--- src/hdl/csr_defs.vh ---
// Constants for the charger status register bank.
// Assumes inclusion by the bank module only; definitions only.
`ifndef CSR_DEFS_VH
`define CSR_DEFS_VH

`define CSR_ADDR_W 8
`define CSR_ADDR_STAT0 8'h08
`define CSR_ADDR_FAULT 8'h09
`define CSR_ADDR_STAT2 8'h0a
`define CSR_ADDR_PART 8'h0b

`define CSR_SRC_NONE 3'h0
`define CSR_SRC_SDP 3'h1
`define CSR_SRC_ADAPTER 3'h3
`define CSR_SRC_BOOST 3'h7

`define CSR_PHASE_IDLE 2'h0
`define CSR_PHASE_PRE 2'h1
`define CSR_PHASE_FAST 2'h2
`define CSR_PHASE_DONE 2'h3

`define CSR_ERR_NONE 2'h0
`define CSR_ERR_INPUT 2'h1
`define CSR_ERR_THERMAL 2'h2
`define CSR_ERR_TIMER 2'h3

`define CSR_TS_NORMAL 3'h0
`define CSR_TS_WARM 3'h2
`define CSR_TS_COOL 3'h3
`define CSR_TS_COLD 3'h5
`define CSR_TS_HOT 3'h6

`define CSR_BIT_VMASK 1
`define CSR_BIT_IMASK 0
`define CSR_BIT_REGRST 7
`define CSR_MASK_RESET 2'h0
`define CSR_PART_LOW_RESET 3'h4

`endif

--- src/hdl/csr_charger_status_register_bank.v ---
// Charger status register bank: status 0, fault status, status 2 with
// two interrupt masks, and part information with a register reset bit.
// Assumes condition inputs come from analog blocks on other clocks and
// a simple register port (addr, write strobe, read strobe) on sys_clk_in.
`timescale 1ns/1ps
`include "csr_defs.vh"

module csr_charger_status_register_bank #(
    parameter ADDR_W = `CSR_ADDR_W,
    parameter [3:0] PART_NUMBER = 4'h0  // Arbitrary value
) (
    // Clock and reset
    input wire sys_clk_in,
    input wire rstn_in,
    // Register port
    input wire [ADDR_W-1:0] reg_addr_in,
    input wire reg_wr_in,
    input wire reg_rd_in,
    input wire [7:0] reg_wdata_in,
    output reg [7:0] reg_rdata_out,
    output reg reg_rvalid_out,
    // Source conditions
    input wire input_present_in,
    input wire boost_active_in,
    input wire source_select_pin_in,
    // Charger conditions
    input wire [1:0] charge_phase_in,
    input wire power_good_in,
    input wire thermal_regulation_in,
    input wire system_minimum_in,
    input wire watchdog_expired_in,
    input wire boost_overload_in,
    input wire boost_battery_low_in,
    input wire input_fault_in,
    input wire thermal_shutdown_in,
    input wire safety_timer_expired_in,
    input wire battery_overvoltage_in,
    input wire [2:0] thermistor_zone_in,
    // Input loop conditions
    input wire input_qualified_in,
    input wire input_voltage_loop_in,
    input wire input_current_loop_in,
    input wire sense_pin_fault_in,
    input wire topoff_timer_running_in,
    input wire input_overvoltage_in,
    // Outputs to the charger core
    output reg irq_pulse_out,
    output reg safety_timer_restart_out,
    output reg register_reset_out
);

    localparam NSYNC = 21;
    // Watchdog stage idles at its expired level, so the flag cannot dip to
    // 0 for the two cycles after reset while the chain fills
    localparam WDOG_POS = 12;
    localparam [NSYNC-1:0] SYNC_RESET = {{(NSYNC-1){1'h0}}, 1'h1} << WDOG_POS;

    // Register addresses at the port width
    localparam [ADDR_W-1:0] A_STAT0 = `CSR_ADDR_STAT0;
    localparam [ADDR_W-1:0] A_FAULT = `CSR_ADDR_FAULT;
    localparam [ADDR_W-1:0] A_STAT2 = `CSR_ADDR_STAT2;
    localparam [ADDR_W-1:0] A_PART = `CSR_ADDR_PART;

    ////////////////////////////////////////////////////////////////////
    // Two-stage synchronisers for all live conditions

    wire [NSYNC-1:0] raw_cond;
    reg [NSYNC-1:0] sync_a;
    reg [NSYNC-1:0] sync_b;

    assign raw_cond = {
        input_present_in,
        boost_active_in,
        source_select_pin_in,
        charge_phase_in,
        power_good_in,
        thermal_regulation_in,
        system_minimum_in,
        watchdog_expired_in,
        boost_overload_in,
        boost_battery_low_in,
        input_fault_in,
        thermal_shutdown_in,
        safety_timer_expired_in,
        battery_overvoltage_in,
        input_qualified_in,
        input_voltage_loop_in,
        input_current_loop_in,
        sense_pin_fault_in,
        topoff_timer_running_in,
        input_overvoltage_in
    };

    genvar gi;
    generate
        for (gi = 0; gi < NSYNC; gi = gi + 1) begin : g_sync
            always @(posedge sys_clk_in or negedge rstn_in) begin
                if (!rstn_in) begin
                    sync_a[gi] <= SYNC_RESET[gi];
                    sync_b[gi] <= SYNC_RESET[gi];
                end else begin
                    sync_a[gi] <= raw_cond[gi];
                    sync_b[gi] <= sync_a[gi];
                end
            end
        end
    endgenerate

    // Thermistor code is multi-bit; synchronise it as a group
    reg [2:0] zone_a;
    reg [2:0] zone_b;

    always @(posedge sys_clk_in or negedge rstn_in) begin
        if (!rstn_in) begin
            zone_a <= 3'h0;
            zone_b <= 3'h0;
        end else begin
            zone_a <= thermistor_zone_in;
            zone_b <= zone_a;
        end
    end

    wire s_present = sync_b[20];
    wire s_boost = sync_b[19];
    wire s_psel = sync_b[18];
    wire [1:0] phase_sync = sync_b[17:16];
    wire s_pg = sync_b[15];
    wire s_therm = sync_b[14];
    wire s_sysmin = sync_b[13];
    wire s_wdog = sync_b[WDOG_POS];
    wire s_bst_ovl = sync_b[11];
    wire s_boost_battery_low = sync_b[10];
    wire s_in_fault = sync_b[9];
    wire s_tshut = sync_b[8];
    wire s_stimer = sync_b[7];
    wire s_bat_ov = sync_b[6];
    wire s_qual = sync_b[5];
    wire s_vloop = sync_b[4];
    wire s_iloop = sync_b[3];
    wire s_sense = sync_b[2];
    wire s_topoff = sync_b[1];
    wire s_input_overvoltage = sync_b[0];

    ////////////////////////////////////////////////////////////////////
    // Multi-bit codes: bits of one code may cross on different edges and
    // show a mixed value for a cycle, so a code is taken only once it has
    // been seen on two edges in a row; this costs two extra cycles

    wire [4:0] code_sync = {phase_sync, zone_b};
    reg [4:0] code_prev;
    reg [4:0] code_held;

    always @(posedge sys_clk_in or negedge rstn_in) begin
        if (!rstn_in) begin
            code_prev <= 5'h00;
            code_held <= 5'h00;
        end else begin
            code_prev <= code_sync;
            if (code_sync == code_prev) begin
                code_held <= code_sync;
            end
        end
    end

    wire [1:0] s_phase = code_held[4:3];
    wire [2:0] s_zone = code_held[2:0];

    ////////////////////////////////////////////////////////////////////
    // Live status bytes

    reg [2:0] source_code;
    reg [1:0] error_code;
    reg [2:0] zone_code;
    // Watchdog flag reads 1 from power-on until the core reports host mode
    reg wdog_seen_host;

    always @* begin
        // Boost wins over an input source; a current limit set by software
        // never alters this code
        if (s_boost) begin
            source_code = `CSR_SRC_BOOST;
        end else if (!s_present) begin
            source_code = `CSR_SRC_NONE;
        end else if (s_psel) begin
            source_code = `CSR_SRC_SDP;
        end else begin
            source_code = `CSR_SRC_ADAPTER;
        end
    end

    always @* begin
        // Priority keeps the most severe fault visible
        if (s_tshut) begin
            error_code = `CSR_ERR_THERMAL;
        end else if (s_stimer) begin
            error_code = `CSR_ERR_TIMER;
        end else if (s_in_fault) begin
            error_code = `CSR_ERR_INPUT;
        end else begin
            error_code = `CSR_ERR_NONE;
        end
    end

    always @* begin
        if (s_boost) begin
            // Warm and cool are not meaningful in boost
            case (s_zone)
                `CSR_TS_COLD: zone_code = `CSR_TS_COLD;
                `CSR_TS_HOT: zone_code = `CSR_TS_HOT;
                default: zone_code = `CSR_TS_NORMAL;
            endcase
        end else begin
            case (s_zone)
                `CSR_TS_WARM: zone_code = `CSR_TS_WARM;
                `CSR_TS_COOL: zone_code = `CSR_TS_COOL;
                `CSR_TS_COLD: zone_code = `CSR_TS_COLD;
                `CSR_TS_HOT: zone_code = `CSR_TS_HOT;
                default: zone_code = `CSR_TS_NORMAL;
            endcase
        end
    end

    wire [7:0] charger_status_primary = {source_code, s_phase, s_pg, s_therm,
                                         s_sysmin};
    wire [7:0] charger_fault_status = {~wdog_seen_host, s_bst_ovl | s_boost_battery_low,
                                       error_code, s_bat_ov, zone_code};
    reg [1:0] irq_masks;
    wire [7:0] charger_status_secondary = {s_qual, s_vloop, s_iloop, s_sense,
                                           s_topoff, s_input_overvoltage, irq_masks};
    wire [7:0] part_information = {1'b0, PART_NUMBER, `CSR_PART_LOW_RESET};

    ////////////////////////////////////////////////////////////////////
    // Watchdog flag: set at power-on and on expiry, cleared in host mode

    always @(posedge sys_clk_in or negedge rstn_in) begin
        if (!rstn_in) begin
            wdog_seen_host <= 1'h0;
        end else begin
            wdog_seen_host <= ~s_wdog;
        end
    end

    ////////////////////////////////////////////////////////////////////
    // Writable bits

    wire wr_stat2 = reg_wr_in && (reg_addr_in == A_STAT2);
    wire wr_reset = reg_wr_in && (reg_addr_in == A_PART) &&
                    reg_wdata_in[`CSR_BIT_REGRST];

    // A reset write wins over a mask write landing in the same cycle
    always @(posedge sys_clk_in or negedge rstn_in) begin
        if (!rstn_in) begin
            irq_masks <= `CSR_MASK_RESET;
            register_reset_out <= 1'h0;
            safety_timer_restart_out <= 1'h0;
        end else begin
            // Reset bit self-clears: it never holds, so it reads back 0
            register_reset_out <= wr_reset;
            safety_timer_restart_out <= wr_reset;
            if (wr_reset) begin
                irq_masks <= `CSR_MASK_RESET;
            end else if (wr_stat2) begin
                // Only the two mask bits take write data
                irq_masks <= reg_wdata_in[`CSR_BIT_VMASK:`CSR_BIT_IMASK];
            end
        end
    end

    ////////////////////////////////////////////////////////////////////
    // Interrupt pulses on entry into a regulation loop

    // Edge detectors reset low, the idle level of the loop flags, so no
    // false pulse follows reset
    reg vloop_d;
    reg iloop_d;

    always @(posedge sys_clk_in or negedge rstn_in) begin
        if (!rstn_in) begin
            vloop_d <= 1'h0;
            iloop_d <= 1'h0;
            irq_pulse_out <= 1'h0;
        end else begin
            vloop_d <= s_vloop;
            iloop_d <= s_iloop;
            irq_pulse_out <= (s_vloop & ~vloop_d & ~irq_masks[`CSR_BIT_VMASK]) |
                             (s_iloop & ~iloop_d & ~irq_masks[`CSR_BIT_IMASK]);
        end
    end

    ////////////////////////////////////////////////////////////////////
    // Read port: one-cycle latency, no side effects

    reg [7:0] next_rdata;

    always @* begin
        case (reg_addr_in)
            A_STAT0: next_rdata = charger_status_primary;
            A_FAULT: next_rdata = charger_fault_status;
            A_STAT2: next_rdata = charger_status_secondary;
            A_PART: next_rdata = part_information;
            // Unmapped addresses read as zero
            default: next_rdata = 8'h00;
        endcase
    end

    always @(posedge sys_clk_in or negedge rstn_in) begin
        if (!rstn_in) begin
            reg_rdata_out <= 8'h00;
            reg_rvalid_out <= 1'b0;
        end else begin
            reg_rvalid_out <= reg_rd_in;
            if (reg_rd_in) begin
                reg_rdata_out <= next_rdata;
            end
        end
    end

endmodule // csr_charger_status_register_bank

--- config.mk ---
export PLATFORM = sky130hd
export DESIGN_NAME = csr_charger_status_register_bank
export DESIGN_NICKNAME = d
export VERILOG_FILES = /design/src/hdl/csr_charger_status_register_bank.v
export VERILOG_INCLUDE_DIRS = /design/src /design/src/hdl
export SDC_FILE = /design/constraint.sdc
export NUM_CORES = 1
export LEC_CHECK = 0
export BUFFER_PORTS_ARGS = -buffer_cell sky130_fd_sc_hd__buf_4
export CAP_MARGIN = 20
export CORE_UTILIZATION = 35
export DETAILED_ROUTE_END_ITERATION = 12
export PLACE_DENSITY = 0.59
export SLEW_MARGIN = 20
export SYNTH_ARGS = -nofsm -noshare
export SYNTH_HDL_FRONTEND = slang
export SYNTH_SLANG_ARGS = --single-unit
--- constraint.sdc ---
create_clock -name sys_clk_in -period 1.88 [get_ports sys_clk_in]
set_input_delay 0.282 -clock sys_clk_in [delete_from_list [all_inputs] [get_ports sys_clk_in]]
set_output_delay 0.282 -clock sys_clk_in [all_outputs]
set_load 0.005 [all_outputs]
; Yosys cells after proc, flatten, opt, wreduce, memory -nomap -nowiden
; Cells that the tools add are included.
[totals]
ff_bits = 74
in_bits = 44
word_cells = 91
[op_classes]
bitwise_logic = 12
muxes = 12
n_eq_ne = 9
reduce_logical = 4
[ops]
columns = cell, count
row1 = "== test 8 x 4 -> 1 bit, second input constant", 4
row2 = one-hot mux 8 bit (4 select lines), 1
row3 = one-hot mux 3 bit (4 select lines), 1
row4 = 2-to-1 mux 2 bit, 5
row5 = 2-to-1 mux 3 bit, 3
row6 = "== test 3 x 2 -> 1 bit, second input constant", 2
row7 = "== test 3 bit, second input constant", 2
row8 = NOT 1 bit, 6
row9 = one-hot mux 3 bit (2 select lines), 1
row10 = == test 5 bit, 1
row11 = AND 1 bit, 4
row12 = logical AND 1 bit, 3
row13 = bitwise OR 1 bit, 2
row14 = nonzero test 2 bit, 1
row15 = 2-to-1 mux 1 bit, 1

; Depth between registers and ports, before layout
; Gate-level depths: netlist of run 1.
[logic_depth]
word_depth = 4
depth_mapped = 6

; Least setup slack after synthesis of run 1
; Ideal clock, no wire load.
[synth_timing]
kind = input -> register
from = in reg_addr_in[2]
to = reg irq_masks[1]
cell_stages = 4
slack_ns = 0.421
arrival_time_ns = 1.338
setup_time_ns = 0.121
n_path_buf = 0
path_cell_list = or4b_4 nor3_4 o2111ai_1 a22o_1
[synth_via]
elab_chain_cells = 4
word_cells_on_any_way = 7
[synth_rtl]
columns = element, line
row1 = "start, declared", csr_charger_status_register_bank.v:16  ; input wire [ADDR_W-1:0] reg_addr_in,
row2 = == test 8 x 4 -> 1 bit, csr_charger_status_register_bank.v:247  ; wire wr_reset = reg_wr_in && (reg_addr_in == A_PART) &&
row3 = logical AND 1 bit (2 in series), csr_charger_status_register_bank.v:247
row4 = 2-to-1 mux 2 bit or nonzero test 2 bit (tied branches), --
row5 = "end signal, assigned", csr_charger_status_register_bank.v:253  ; irq_masks <= `CSR_MASK_RESET;
row6 = "end signal, assigned", csr_charger_status_register_bank.v:261  ; irq_masks <= `CSR_MASK_RESET;
row7 = "end signal, assigned", csr_charger_status_register_bank.v:264  ; irq_masks <= reg_wdata_in[`CSR_BIT_VMASK:`CSR_BIT_IMASK];
row8 = "end, declared", csr_charger_status_register_bank.v:227  ; reg [1:0] irq_masks;
; Parallel ways exist; a longest one is shown, timed or not.
; A chain may end at the register's enable or synchronous reset.

; Final worst setup path of run 1
[layout_timing]
from = reg zone_b[1]
to = reg code_held[4]
[layout_via]
elab_chain_cells = 1
[layout_rtl]
columns = element, line
row1 = "start, declared", csr_charger_status_register_bank.v:111  ; reg [2:0] zone_b;
row2 = "start signal, assigned", csr_charger_status_register_bank.v:119  ; zone_b <= zone_a;
row3 = == test 5 bit, csr_charger_status_register_bank.v:159  ; if (code_sync == code_prev) begin
row4 = "end signal, assigned", csr_charger_status_register_bank.v:160  ; code_held <= code_sync;
row5 = "end, declared", csr_charger_status_register_bank.v:151  ; reg [4:0] code_held;
; Every way passes these cells.

==> run_results.csv, run 1 <==
group,metric,value,unit
status,outcome,"completed",
worst_setup_path,worstPathRequired,2.10,ns
grt,grt_overflow_total,0,
floorplan,dieArea,7240,sq um
sta,worst_clock_skew,0.0114,ns
clock_network,worst_skew_pair.late_latency,0.34,ns
drt,routed_via_density,4.68,
placed_design,place_congestion,0.716,
worst_hold_path,hold_path_depth,1,
placed_design,postPlaceCellArea,2890,sq um
floorplan,placeableCoreArea,6490,sq um
synthesis,synth_sequential_area_ratio,0.767,
drt,drc,0,
finish,net_count_of_the_finished_layout,257,
sta,worst_slack,0.439,ns
synthesis,synth.lib_cells_used.distinct,33,
sta,timing.final.hold_violations,0,
grt,largest_net_degree_at_the_start_of_global_routing,39,
sta,report.final.slew_viol_count,0,
finish,diodes,0,
clock_network,numCtsBuffers,9,
grt,grt_pass1_wl,6540,um
flow_run,timing.max_cap.violations,0,
synthesis,number_of_enable_type_register_cells_in_the_synthesized_netlist,0,
finish,layout.cell_area.non_filler,3150,sq um
placed_design,dp_hpwl,2750,um
synthesis,synth_area_leader_cell,"dfrtp_1",
clock_network,clockBufferDepth,2,
worst_setup_path,crit_type,"flip-flop to flip-flop",
worst_setup_path,critPathLaunch,"zone_b[1]",
sta,worst-slew-pin-transition,0.474,ns
clock_network,clock_sinks,74,
clock_network,clock_tree.root_cell,"clkbuf_8",
worst_setup_path,worst_setup_path_start_kind,"flip-flop",
grt,number_of_antenna_violations_at_the_first_check_in_global_routing,0,
drt,wl_per_cell,13.7,um
placed_design,numPortBuffers,50,
floorplan,ios,56,
synthesis,synth.area.top_cells,"dfrtp_1, mux2i_1, mux2_2",
drt,post_detailed_routing_wire_length,4040,um
worst_setup_path,crit_path_max_fanout,5,
synthesis,yosys_register_bits,74,
finish,drive_gt1_frac,0.362,
finish,filler_cell_count,562,
drt,drt_first_pass_iters,4,
synthesis,post_synth.cell_area_avg,15.7,sq um
worst_setup_path,timing.critical_path.to_type,"flip-flop",
synthesis,synthesis.nets,198,
synthesis,synth_top_area_share,0.745,
worst_setup_path,critical_path.reg2reg.startpoint,"zone_b[1]",
worst_setup_path,worst-r2r-setup-slack,0.44,ns
finish,area.sequential,1850,sq um
worst_setup_path,worstReg2RegEnd,"code_held[4]",
power,leakage,1.47,nW
worst_setup_path,arrival_worst_endpoint,1.66,ns
sta,shortest_period_the_worst_path_allows,1.44,ns
sta,setup-tns-final,0,ns
drt,post_detailed_route_count_of_antenna_violating_nets,0,
finish,multiInputGateArea,524,sq um
synthesis,ys_dominant_reg_cell,"dfrtp_1",
sta,maxClockFrequency,694,MHz
power,max-vdd-ir-drop,0.000560,V
placed_design,place_worst_setup_slack,0.219,ns
finish,synthToLayoutAreaGrowth,30.3,%
sta,timing.final.setup_violations,0,
worst_hold_path,hold_class,"input port to flip-flop",
worst_setup_path,timing.reg2reg.worst_path_depth,4,
drt,via_count,1381,
power,power-per-cell-area,1120,nW/um^2
grt,grtUsageTotal,0.125,
synthesis,syn_inst,154,
clock_network,cts-htree-levels,3,
finish,utilization,0.485,
clock_network,clkSlewWorstSetupHoldPaths,0.08,ns
floorplan,fp_rows,29,
floorplan,die_w,85.1,um
worst_setup_path,endpoint,"code_held[4]",
sta,timing.final.crit_share,0.767,
synthesis,mappedNetlistArea,2420,sq um
grt,first_global_vias,1408,
drt,drt-initial-drc-count,41,
floorplan,die_h,85.1,um
sta,setup_repair_after_global_routing_missed_its_margin,"false",
sta,worst_slew_slack_as_a_fraction_of_its_limit,0.684,
synthesis,yosysWarnings,0,
floorplan,floorplan.initialDensity,0.372,
clock_network,cts_tree,"yes",
synthesis,asyncSetResetFlopFracSynth,1.00,
## power breakdown
part           internal [W]  total [W]  leakage, nW  switching [W]
Sequential          0.00171    0.00178        0.888      0.0000743
Combinational      0.000154   0.000264        0.455       0.000110
Clock              0.000949    0.00149        0.129       0.000537
## Yosys cell counts (2+ instances only)
master / n
dfrtp_1: 72
nand2b_1: 2
o32a_1: 2
o21ai_0: 2
inv_1: 3
nor2_1: 8
nand2_1: 7
clkbuf_1: 2
o2bb2ai_1: 6
nor2b_1: 4
xor2_1: 4
dfstp_2: 2
a211oi_1: 2
xnor2_1: 2
nor3_1: 5
a21oi_1: 3
mux2_2: 5
a22o_1: 2
nand3_1: 2
mux2i_1: 6
## metrics by stage
step           std cells  total power, W  hold WS [ns]
6_report             295         0.00353        0.0429
5_1_grt              295         0.00368        0.0192
4_1_cts              295         0.00358        0.0249
3_5_place_dp         278         0.00208         0.277
3_3_place_gp         278         0.00207         0.271
2_1_floorplan        154         0.00193       -0.0136
## worst min-delay path by stage
stage	startpoint	end	slack (ns)
2_1_floorplan	rstn_in	code_held[0]	-0.01
3_3_place_gp	rstn_in	sync_a[15]	0.27
3_5_place_dp	rstn_in	sync_a[15]	0.28
4_1_cts	input_voltage_loop_in	sync_a[4]	0.02
5_1_grt	input_voltage_loop_in	sync_a[4]	0.02
6_report	input_voltage_loop_in	sync_a[4]	0.04
## flip-flops by register name, indices dropped and copies added, names as in the netlist, 2 cells and up
| register | flops |
|---|---|
| irq_masks | 2 |
| code_prev | 5 |
| reg_rdata_out | 8 |
| zone_a | 3 |
| code_held | 5 |
| zone_b | 3 |
| code_sync | 2 |
| sync_a | 21 |
## layout by cell type (no fill, tap or decap), types with 2 or more instances in the layout
master	count
nor2_1	8
nor2b_1	4
a21oi_1	3
clkinv_2	2
mux2i_1	6
inv_1	3
xor2_1	4
a22o_1	2
a211oi_1	2
nand2_1	7
o2bb2ai_1	6
o21ai_0	2
xnor2_1	2
buf_4	50
bufinv_16	3
dfrtp_1	72
mux2_2	5
clkbuf_8	11
nand3_1	2
o32a_1	2
nand2b_1	2
dfstp_2	2
nor3_1	5
## cell type report
class,instances,area share
Timing Repair Buffer,52,0.129
Multi-Input combinational cell,71,0.166
Clock inverter,5,0.0318
Sequential cell,74,0.589
Clock buffer,11,0.0481
Tap cell,77,0.0306
Inverter,5,0.00596
## cell families (layout without fill, tap and decap cells)
| family | count (synthesis) | in the layout | share of synthesized area |
|---|---|---|---|
| flip-flops | 74 | 74 | 0.767 |
| AND/OR/NAND/NOR | 32 | 32 | 0.0735 |
| AO/OA/AOI/OAI | 22 | 22 | 0.0735 |
| multiplexers | 11 | 11 | 0.0481 |
| buffers and inverters | 9 | 73 | 0.0160 |
| XOR/XNOR | 6 | 6 | 0.0217 |
## layer usage
| metal | wire length (um) | vias to the layer above | global-route usage |
|---|---|---|---|
| met5 | 0 | - | 0 |
| met4 | 113 | 0 | 0.0832 |
| met3 | 237 | 9 | 0.0438 |
| met2 | 1940 | 42 | 0.188 |
| met1 | 1750 | 683 | 0.152 |
| li1 | - | 647 | - |
## worst max-delay path: stages (launching register included)
cell,delay [ns]
dfrtp_1,0.41
xor2_1,0.15
nor3_1,0.22
nand3_1,0.23
mux2_2,0.33
## repair_timing
item,in CTS,in global routing
resized for setup,0,0
hold endpoints to repair,35,0
setup buffers,0,0
hold buffers,1,0
(Power assumes the default switching activity.)
==> run 2, diff against run 1 <==
--- a/config.mk
+++ b/config.mk
@@ -10,7 +10,7 @@
 export CAP_MARGIN = 20
 export CORE_UTILIZATION = 35
 export DETAILED_ROUTE_END_ITERATION = 12
-export PLACE_DENSITY = 0.59
+export PLACE_DENSITY = 0.61
 export SLEW_MARGIN = 20
 export SYNTH_ARGS = -nofsm -noshare
 export SYNTH_HDL_FRONTEND = slang
==> constraint.sdc (replaced) <==
create_clock -name sys_clk_in -period 1.2 [get_ports sys_clk_in]
set_input_delay 0.18 -clock sys_clk_in [delete_from_list [all_inputs] [get_ports sys_clk_in]]
set_output_delay 0.18 -clock sys_clk_in [all_outputs]
set_load 0.005 [all_outputs]
==> run 2 against run 1 <==
Net effect: the run now ends with negative setup slack left; critical path type unchanged; die area stayed put; highest routed layer unchanged; sequential cell count unchanged; global-route usage up 1.5 points; sequential power rose by 56%; non-clock buffer count rose by 37; clock power up 48%.
==> run_results.csv, run 2 (same netlist as run 1, synthesis figures left out) <==
group,metric,value,unit
sta,timing.final.crit_share,1.11,
worst_setup_path,worstPathRequired,1.43,ns
floorplan,placeableCoreArea,6490,sq um
drt,drc,0,
grt,first_global_vias,1553,
sta,finalHoldWorstSlack,0.0568,ns
status,outcome,"complete, but fails checks",
grt,grtUsageTotal,0.140,
finish,area.sequential,1860,sq um
sta,worst_slew_slack_as_a_fraction_of_its_limit,0.751,
finish,filler_cell_count,537,
worst_setup_path,worst_setup_path_start_kind,"flip-flop",
power,share_comb_of_total_power,0.099,
worst_setup_path,crit_type,"flip-flop to flip-flop",
worst_setup_path,crit_path_max_fanout,5,
worst_setup_path,worst-r2r-setup-slack,-0.13,ns
clock_network,numCtsBuffers,9,
finish,diodes,0,
worst_setup_path,timing.critical_path.to_type,"flip-flop",
power,switching_share,0.214,
worst_hold_path,hold_path_depth,2,
clock_network,cts_tree,"yes",
power,max-vdd-ir-drop,0.000827,V
placed_design,postPlaceCellArea,2960,sq um
placed_design,place_congestion,0.743,
clock_network,clock_tree.root_cell,"clkbuf_8",
sta,worst_slack,-0.127,ns
drt,dr.max_layer_used,"met4",
worst_setup_path,arrival_worst_endpoint,1.56,ns
floorplan,ios,56,
finish,multiInputGateArea,554,sq um
finish,layout.cell_area.non_filler,3510,sq um
sta,worst_clock_skew,0.0111,ns
sta,setup-tns-final,-0.616,ns
clock_network,clock_sinks,74,
grt,grt_pass1_wl,7450,um
drt,detail_route.wirelength.met1,1980,um
power,power-per-cell-area,1580,nW/um^2
grt,largest_net_degree_at_the_start_of_global_routing,75,
sta,maxClockFrequency,753,MHz
sta,shortest_period_the_worst_path_allows,1.33,ns
drt,via_count,1490,
worst_setup_path,critical_path.reg2reg.startpoint,"zone_b[0]",
sta,report.final.slew_viol_count,0,
grt,grt_overflow_total,0,
sta,worst-slew-pin-transition,0.371,ns
grt,number_of_antenna_violations_at_the_first_check_in_global_routing,0,
finish,mostFrequentLayoutCell,"dfrtp_1",
power,leakage,1.63,nW
power,seq_power_share,0.502,
drt,post_detailed_route_count_of_antenna_violating_nets,0,
drt,detailroute.wirelength.met2,2000,um
drt,routed_via_density,4.49,
floorplan,fp_rows,29,
worst_hold_path,min_delay_worst_endpoint,"irq_masks[1]",
power,power.share.clock,0.399,
drt,detailroute.wirelength.met3,281,um
worst_setup_path,worstReg2RegEnd,"code_held[4]",
clock_network,cts-htree-levels,3,
power,internal_power,0.00435,W
worst_setup_path,timing.reg2reg.worst_path_depth,4,
finish,layout_common_cells,"dfrtp_1, buf_4, dlygate4sd3_1",
worst_hold_path,hp-start,"reg_wdata_in[1]",
finish,top_regs,"sync_a (21), reg_rdata_out (8)",
sta,setup_repair_after_global_routing_missed_its_margin,"true",
power,power.switching,0.00118,W
placed_design,numPortBuffers,50,
finish,largest-register,"sync_a",
floorplan,die_w,85.1,um
status,failing_checks,"negative setup slack",
finish,largest_register_ff_count,21,
finish,net_count_of_the_finished_layout,294,
floorplan,die_h,85.1,um
finish,synthToLayoutAreaGrowth,45.1,%
clock_network,clockBufferDepth,2,
placed_design,dp_hpwl,2680,um
flow_run,timing.max_cap.violations,0,
sta,timing.final.hold_violations,0,
worst_hold_path,hold_class,"input port to flip-flop",
sta,timing.final.setup_violations,5,
drt,wl_per_cell,13.1,um
floorplan,floorplan.initialDensity,0.372,
drt,drt_first_pass_iters,3,
drt,post_detailed_routing_wire_length,4360,um
finish,drive_gt1_frac,0.384,
clock_network,clkSlewWorstSetupHoldPaths,0.07,ns
drt,drt-initial-drc-count,63,
clock_network,worst_skew_pair.late_latency,0.35,ns
floorplan,dieArea,7240,sq um
[run 2: cell count changes in the layout (fill, tap and decap cells not counted), moves of 2 or more]
| cell | change |
|---|---|
| buf_4 | +12 |
| dlygate4sd3_1 | +25 |
| nor3_1 | -2 |
| nor3_2 | +2 |
[run 2: how the worst max path moves through the flow]
stage | cells past startpoint | to | start
after floorplan | 4 | irq_masks[1] | reg_addr_in[2]
after global placement | 5 | irq_masks[1] | reg_addr_in[2]
after detailed placement | 5 | irq_masks[0] | reg_addr_in[2]
after CTS | 4 | code_held[4] | zone_b[0]
after global routing | 4 | code_held[0] | code_prev[0]
final | 4 | code_held[4] | zone_b[0]
[run 2: layout make-up]
cell class	count	area share
Inverter	5	0.00535
Clock buffer	12	0.0471
Multi-Input combinational cell	71	0.158
Timing Repair Buffer	89	0.213
Clock inverter	4	0.0207
Tap cell	77	0.0275
Sequential cell	74	0.529
[run 2: critical path, stage by stage, from the launching register on]
cell and delay, ns:
dfrtp_1 0.39, xor2_1 0.15, nor3_2 0.21, nand3_2 0.17, mux2_2 0.30
[run 2: through the flow]
step | power (W) | util | std cells | setup WS (ns)
after global routing | 0.00578 | 0.540 | 332 | -0.209
after floorplan | 0.00303 | - | 154 | -0.157
after CTS | 0.00559 | 0.535 | 330 | -0.145
final | 0.00553 | 0.540 | 332 | -0.127
after detailed placement | 0.00329 | 0.455 | 287 | -0.347
after global placement | 0.00328 | 0.455 | 287 | -0.329
[run 2: layer usage]
| metal | global-route usage | vias to the layer above |
|---|---|---|
| li1 | - | 719 |
| met1 | 0.177 | 725 |
| met2 | 0.204 | 39 |
| met3 | 0.0603 | 7 |
| met4 | 0.0740 | 0 |
| met5 | 0 | - |
[run 2: power groups by stage]
stage                     clock network (W)  logic (W)  registers [W]
after floorplan                           0   0.000222        0.00280
after global placement                    0   0.000464        0.00282
after detailed placement                  0   0.000469        0.00282
after CTS                           0.00227   0.000544        0.00278
after global routing                0.00238   0.000603        0.00280
final                               0.00221   0.000546        0.00278
[run 2: repair_timing]
item / CTS / global route
buffers inserted: 1 / 2
pin swaps: 3 / 4
setup endpoints to repair: 6 / 15
resized for setup: 2 / 6
endpoints found under the hold margin: 97 / 0
cloned: 0 / 0
hold buffers: 26 / 0
==> run 3, diff against run 2 <==
--- a/config.mk
+++ b/config.mk
@@ -8,9 +8,9 @@
 export LEC_CHECK = 0
 export BUFFER_PORTS_ARGS = -buffer_cell sky130_fd_sc_hd__buf_4
 export CAP_MARGIN = 20
-export CORE_UTILIZATION = 35
+export CORE_UTILIZATION = 47
 export DETAILED_ROUTE_END_ITERATION = 12
-export PLACE_DENSITY = 0.61
+export PLACE_DENSITY = 0.77
 export SLEW_MARGIN = 20
 export SYNTH_ARGS = -nofsm -noshare
 export SYNTH_HDL_FRONTEND = slang
==> constraint.sdc (replaced) <==
create_clock -name sys_clk_in -period 1.2 [get_ports sys_clk_in]
set_input_delay 0.18 -clock sys_clk_in [delete_from_list [all_inputs] [get_ports sys_clk_in]]
set_output_delay 0.18 -clock sys_clk_in [all_outputs]
set_load 0.1 [all_outputs]
==> run 3 against run 2 <==
Net effect: the run still ends with negative setup slack left; cell count shrank 3.9%; critical path type unchanged; sequential cell count is the same; cell area shrank 1.5%; largest power group unchanged.
==> run_results.csv, run 3 (same netlist as run 1, synthesis figures left out) <==
group,metric,value,unit
sta,timing.final.setup_violations,6,
finish,top_regs,"sync_a (21), reg_rdata_out (8)",
sta,setup_repair_after_global_routing_missed_its_margin,"true",
finish,diodes,0,
clock_network,clockBufferDepth,2,
worst_setup_path,critical_path.reg2reg.startpoint,"code_prev[0]",
drt,drt-initial-drc-count,61,
power,power-per-cell-area,1450,nW/um^2
worst_hold_path,hold_class,"input port to flip-flop",
finish,finish.cell_count_without_fillers,319,
grt,largest_net_degree_at_the_start_of_global_routing,25,
finish,net_count_of_the_finished_layout,292,
finish,multiInputGateArea,554,sq um
finish,mostFrequentLayoutCell,"dfrtp_1",
drt,drc,0,
finish,layout_common_cells,"dfrtp_1, buf_4, dlygate4sd3_1",
clock_network,worst_skew_pair.late_latency,0.33,ns
finish,layout.cell_area.non_filler,3460,sq um
worst_setup_path,critPathMaxStageDelay,0.37,ns
power,max-vdd-ir-drop,0.00115,V
drt,routed_via_density,4.66,
sta,report.final.slew_viol_count,0,
sta,worst_clock_skew,0.00924,ns
placed_design,numPortBuffers,50,
worst_setup_path,critPathLaunch,"code_prev[0]",
drt,post_detailed_route_count_of_antenna_violating_nets,0,
sta,timing.final.hold_violations,0,
clock_network,clock_sinks,74,
clock_network,cts_setup_buffers,0,
finish,largest-register,"sync_a",
grt,grt_pass1_wl,7100,um
finish,filler_cell_count,308,
grt,number_of_antenna_violations_at_the_first_check_in_global_routing,0,
floorplan,floorplan.initialDensity,0.499,
flow_run,timing.max_cap.violations,0,
floorplan,ios,56,
clock_network,cts-htree-levels,3,
worst_setup_path,crit_path_max_fanout,5,
worst_setup_path,worstPathCellList,"xor2_1 > nor3_2 > nand3_2 > mux2_2",
sta,timing.final.crit_share,1.15,
floorplan,die_h,73.7,um
finish,largest_register_ff_count,21,
grt,grtUsageTotal,0.185,
worst_setup_path,crit_type,"flip-flop to flip-flop",
finish,area.sequential,1860,sq um
worst_setup_path,worstPathRequired,1.41,ns
worst_setup_path,cpMaxStageDelayCell,"dfrtp_1",
sta,worst_slew_slack_as_a_fraction_of_its_limit,0.774,
drt,via_count,1487,
drt,drt_first_pass_iters,4,
sta,maxClockFrequency,728,MHz
grt,grt_overflow_total,0,
worst_setup_path,timing.critical_path.to_type,"flip-flop",
sta,worst_slack,-0.174,ns
worst_setup_path,arrival_worst_endpoint,1.58,ns
drt,wl_per_cell,13.5,um
finish,drive_gt1_frac,0.373,
finish,synthToLayoutAreaGrowth,43.0,%
worst_setup_path,buffer_and_inverter_count_on_the_worst_path,0,
floorplan,fp_rows,25,
sta,shortest_period_the_worst_path_allows,1.37,ns
floorplan,placeableCoreArea,4850,sq um
placed_design,place_congestion,0.783,
worst_setup_path,worst_setup_path_start_kind,"flip-flop",
placed_design,place_inst,278,
sta,worst-slew-pin-transition,0.338,ns
placed_design,place_worst_setup_slack,-0.343,ns
status,failing_checks,"negative setup slack",
clock_network,clock_tree.root_cell,"clkbuf_8",
power,leakage,1.61,nW
floorplan,dieArea,5430,sq um
placed_design,postPlaceCellArea,2970,sq um
clock_network,numCtsBuffers,9,
placed_design,dp_hpwl,2690,um
clock_network,cts_tree,"yes",
clock_network,clkSlewWorstSetupHoldPaths,0.07,ns
status,outcome,"complete, but fails checks",
worst_hold_path,hp-start,"reg_wdata_in[0]",
worst_setup_path,worst_path_dominant_cell_family,"simple AND/OR/NAND/NOR gates",
grt,first_global_vias,1575,
floorplan,die_w,73.7,um
drt,post_detailed_routing_wire_length,4320,um
==> run 3: layout make-up <==
| cell class | instances | share of cell area |
|---|---|---|
| Sequential cell | 74 | 0.537 |
| Timing Repair Buffer | 87 | 0.224 |
| Multi-Input combinational cell | 71 | 0.160 |
| Clock buffer | 12 | 0.0449 |
| Tap cell | 67 | 0.0242 |
| Inverter | 5 | 0.00543 |
| Clock inverter | 3 | 0.00434 |
==> run 3: final timing paths <==
path                                           end  slack, ns  depth (start not counted)
worst max register to register        code_held[4]      -0.17                          4
worst min register to register             s_iloop       0.34                          0
min in group asynchronous         reg_rdata_out[4]       0.27                          2
max in group asynchronous       register_reset_out       0.47                          3
worst max-delay path                  code_held[4]      -0.17                          4
worst min-delay path                  irq_masks[0]       0.08                          2
==> run 3: power by group <==
group / internal [W] / switching [W] / total (W) / leakage, nW
sequential: 0.00267 / 0.000102 / 0.00278 / 0.886
clock: 0.000842 / 0.000798 / 0.00164 / 0.0920
combinational: 0.000340 / 0.000264 / 0.000604 / 0.629
total: 0.00386 / 0.00116 / 0.00502 / 1.61
==> run 3: through the flow <==
stage	util	power, W	setup TNS, ns	hold slack [ns]
finish	0.713	0.00502	-0.824	0.0775
global route	0.713	0.00523	-1.34	0.0646
CTS	0.706	0.00506	-0.884	0.0552
detailed placement	0.612	0.00335	-4.25	0.0800
global placement	0.612	0.00333	-3.96	0.0806
floorplan	-	0.00307	-1.08	-0.116
==> run 3: metal layers <==
metal	share of wire	routed length (um)	GRT usage
met1	0.44	1910	0.234
met2	0.51	2200	0.301
met3	0.040	173	0.0549
met5	0	0	0
met4	0.0067	29	0.0769
==> run 3: what timing repair did <==
action | in CTS | in global routing
endpoints found under the setup margin | 11 | 17
hold buffers | 26 | 0
resized for setup | 7 | 8
pin swaps | 4 | 6
hold endpoints to repair | 88 | 0
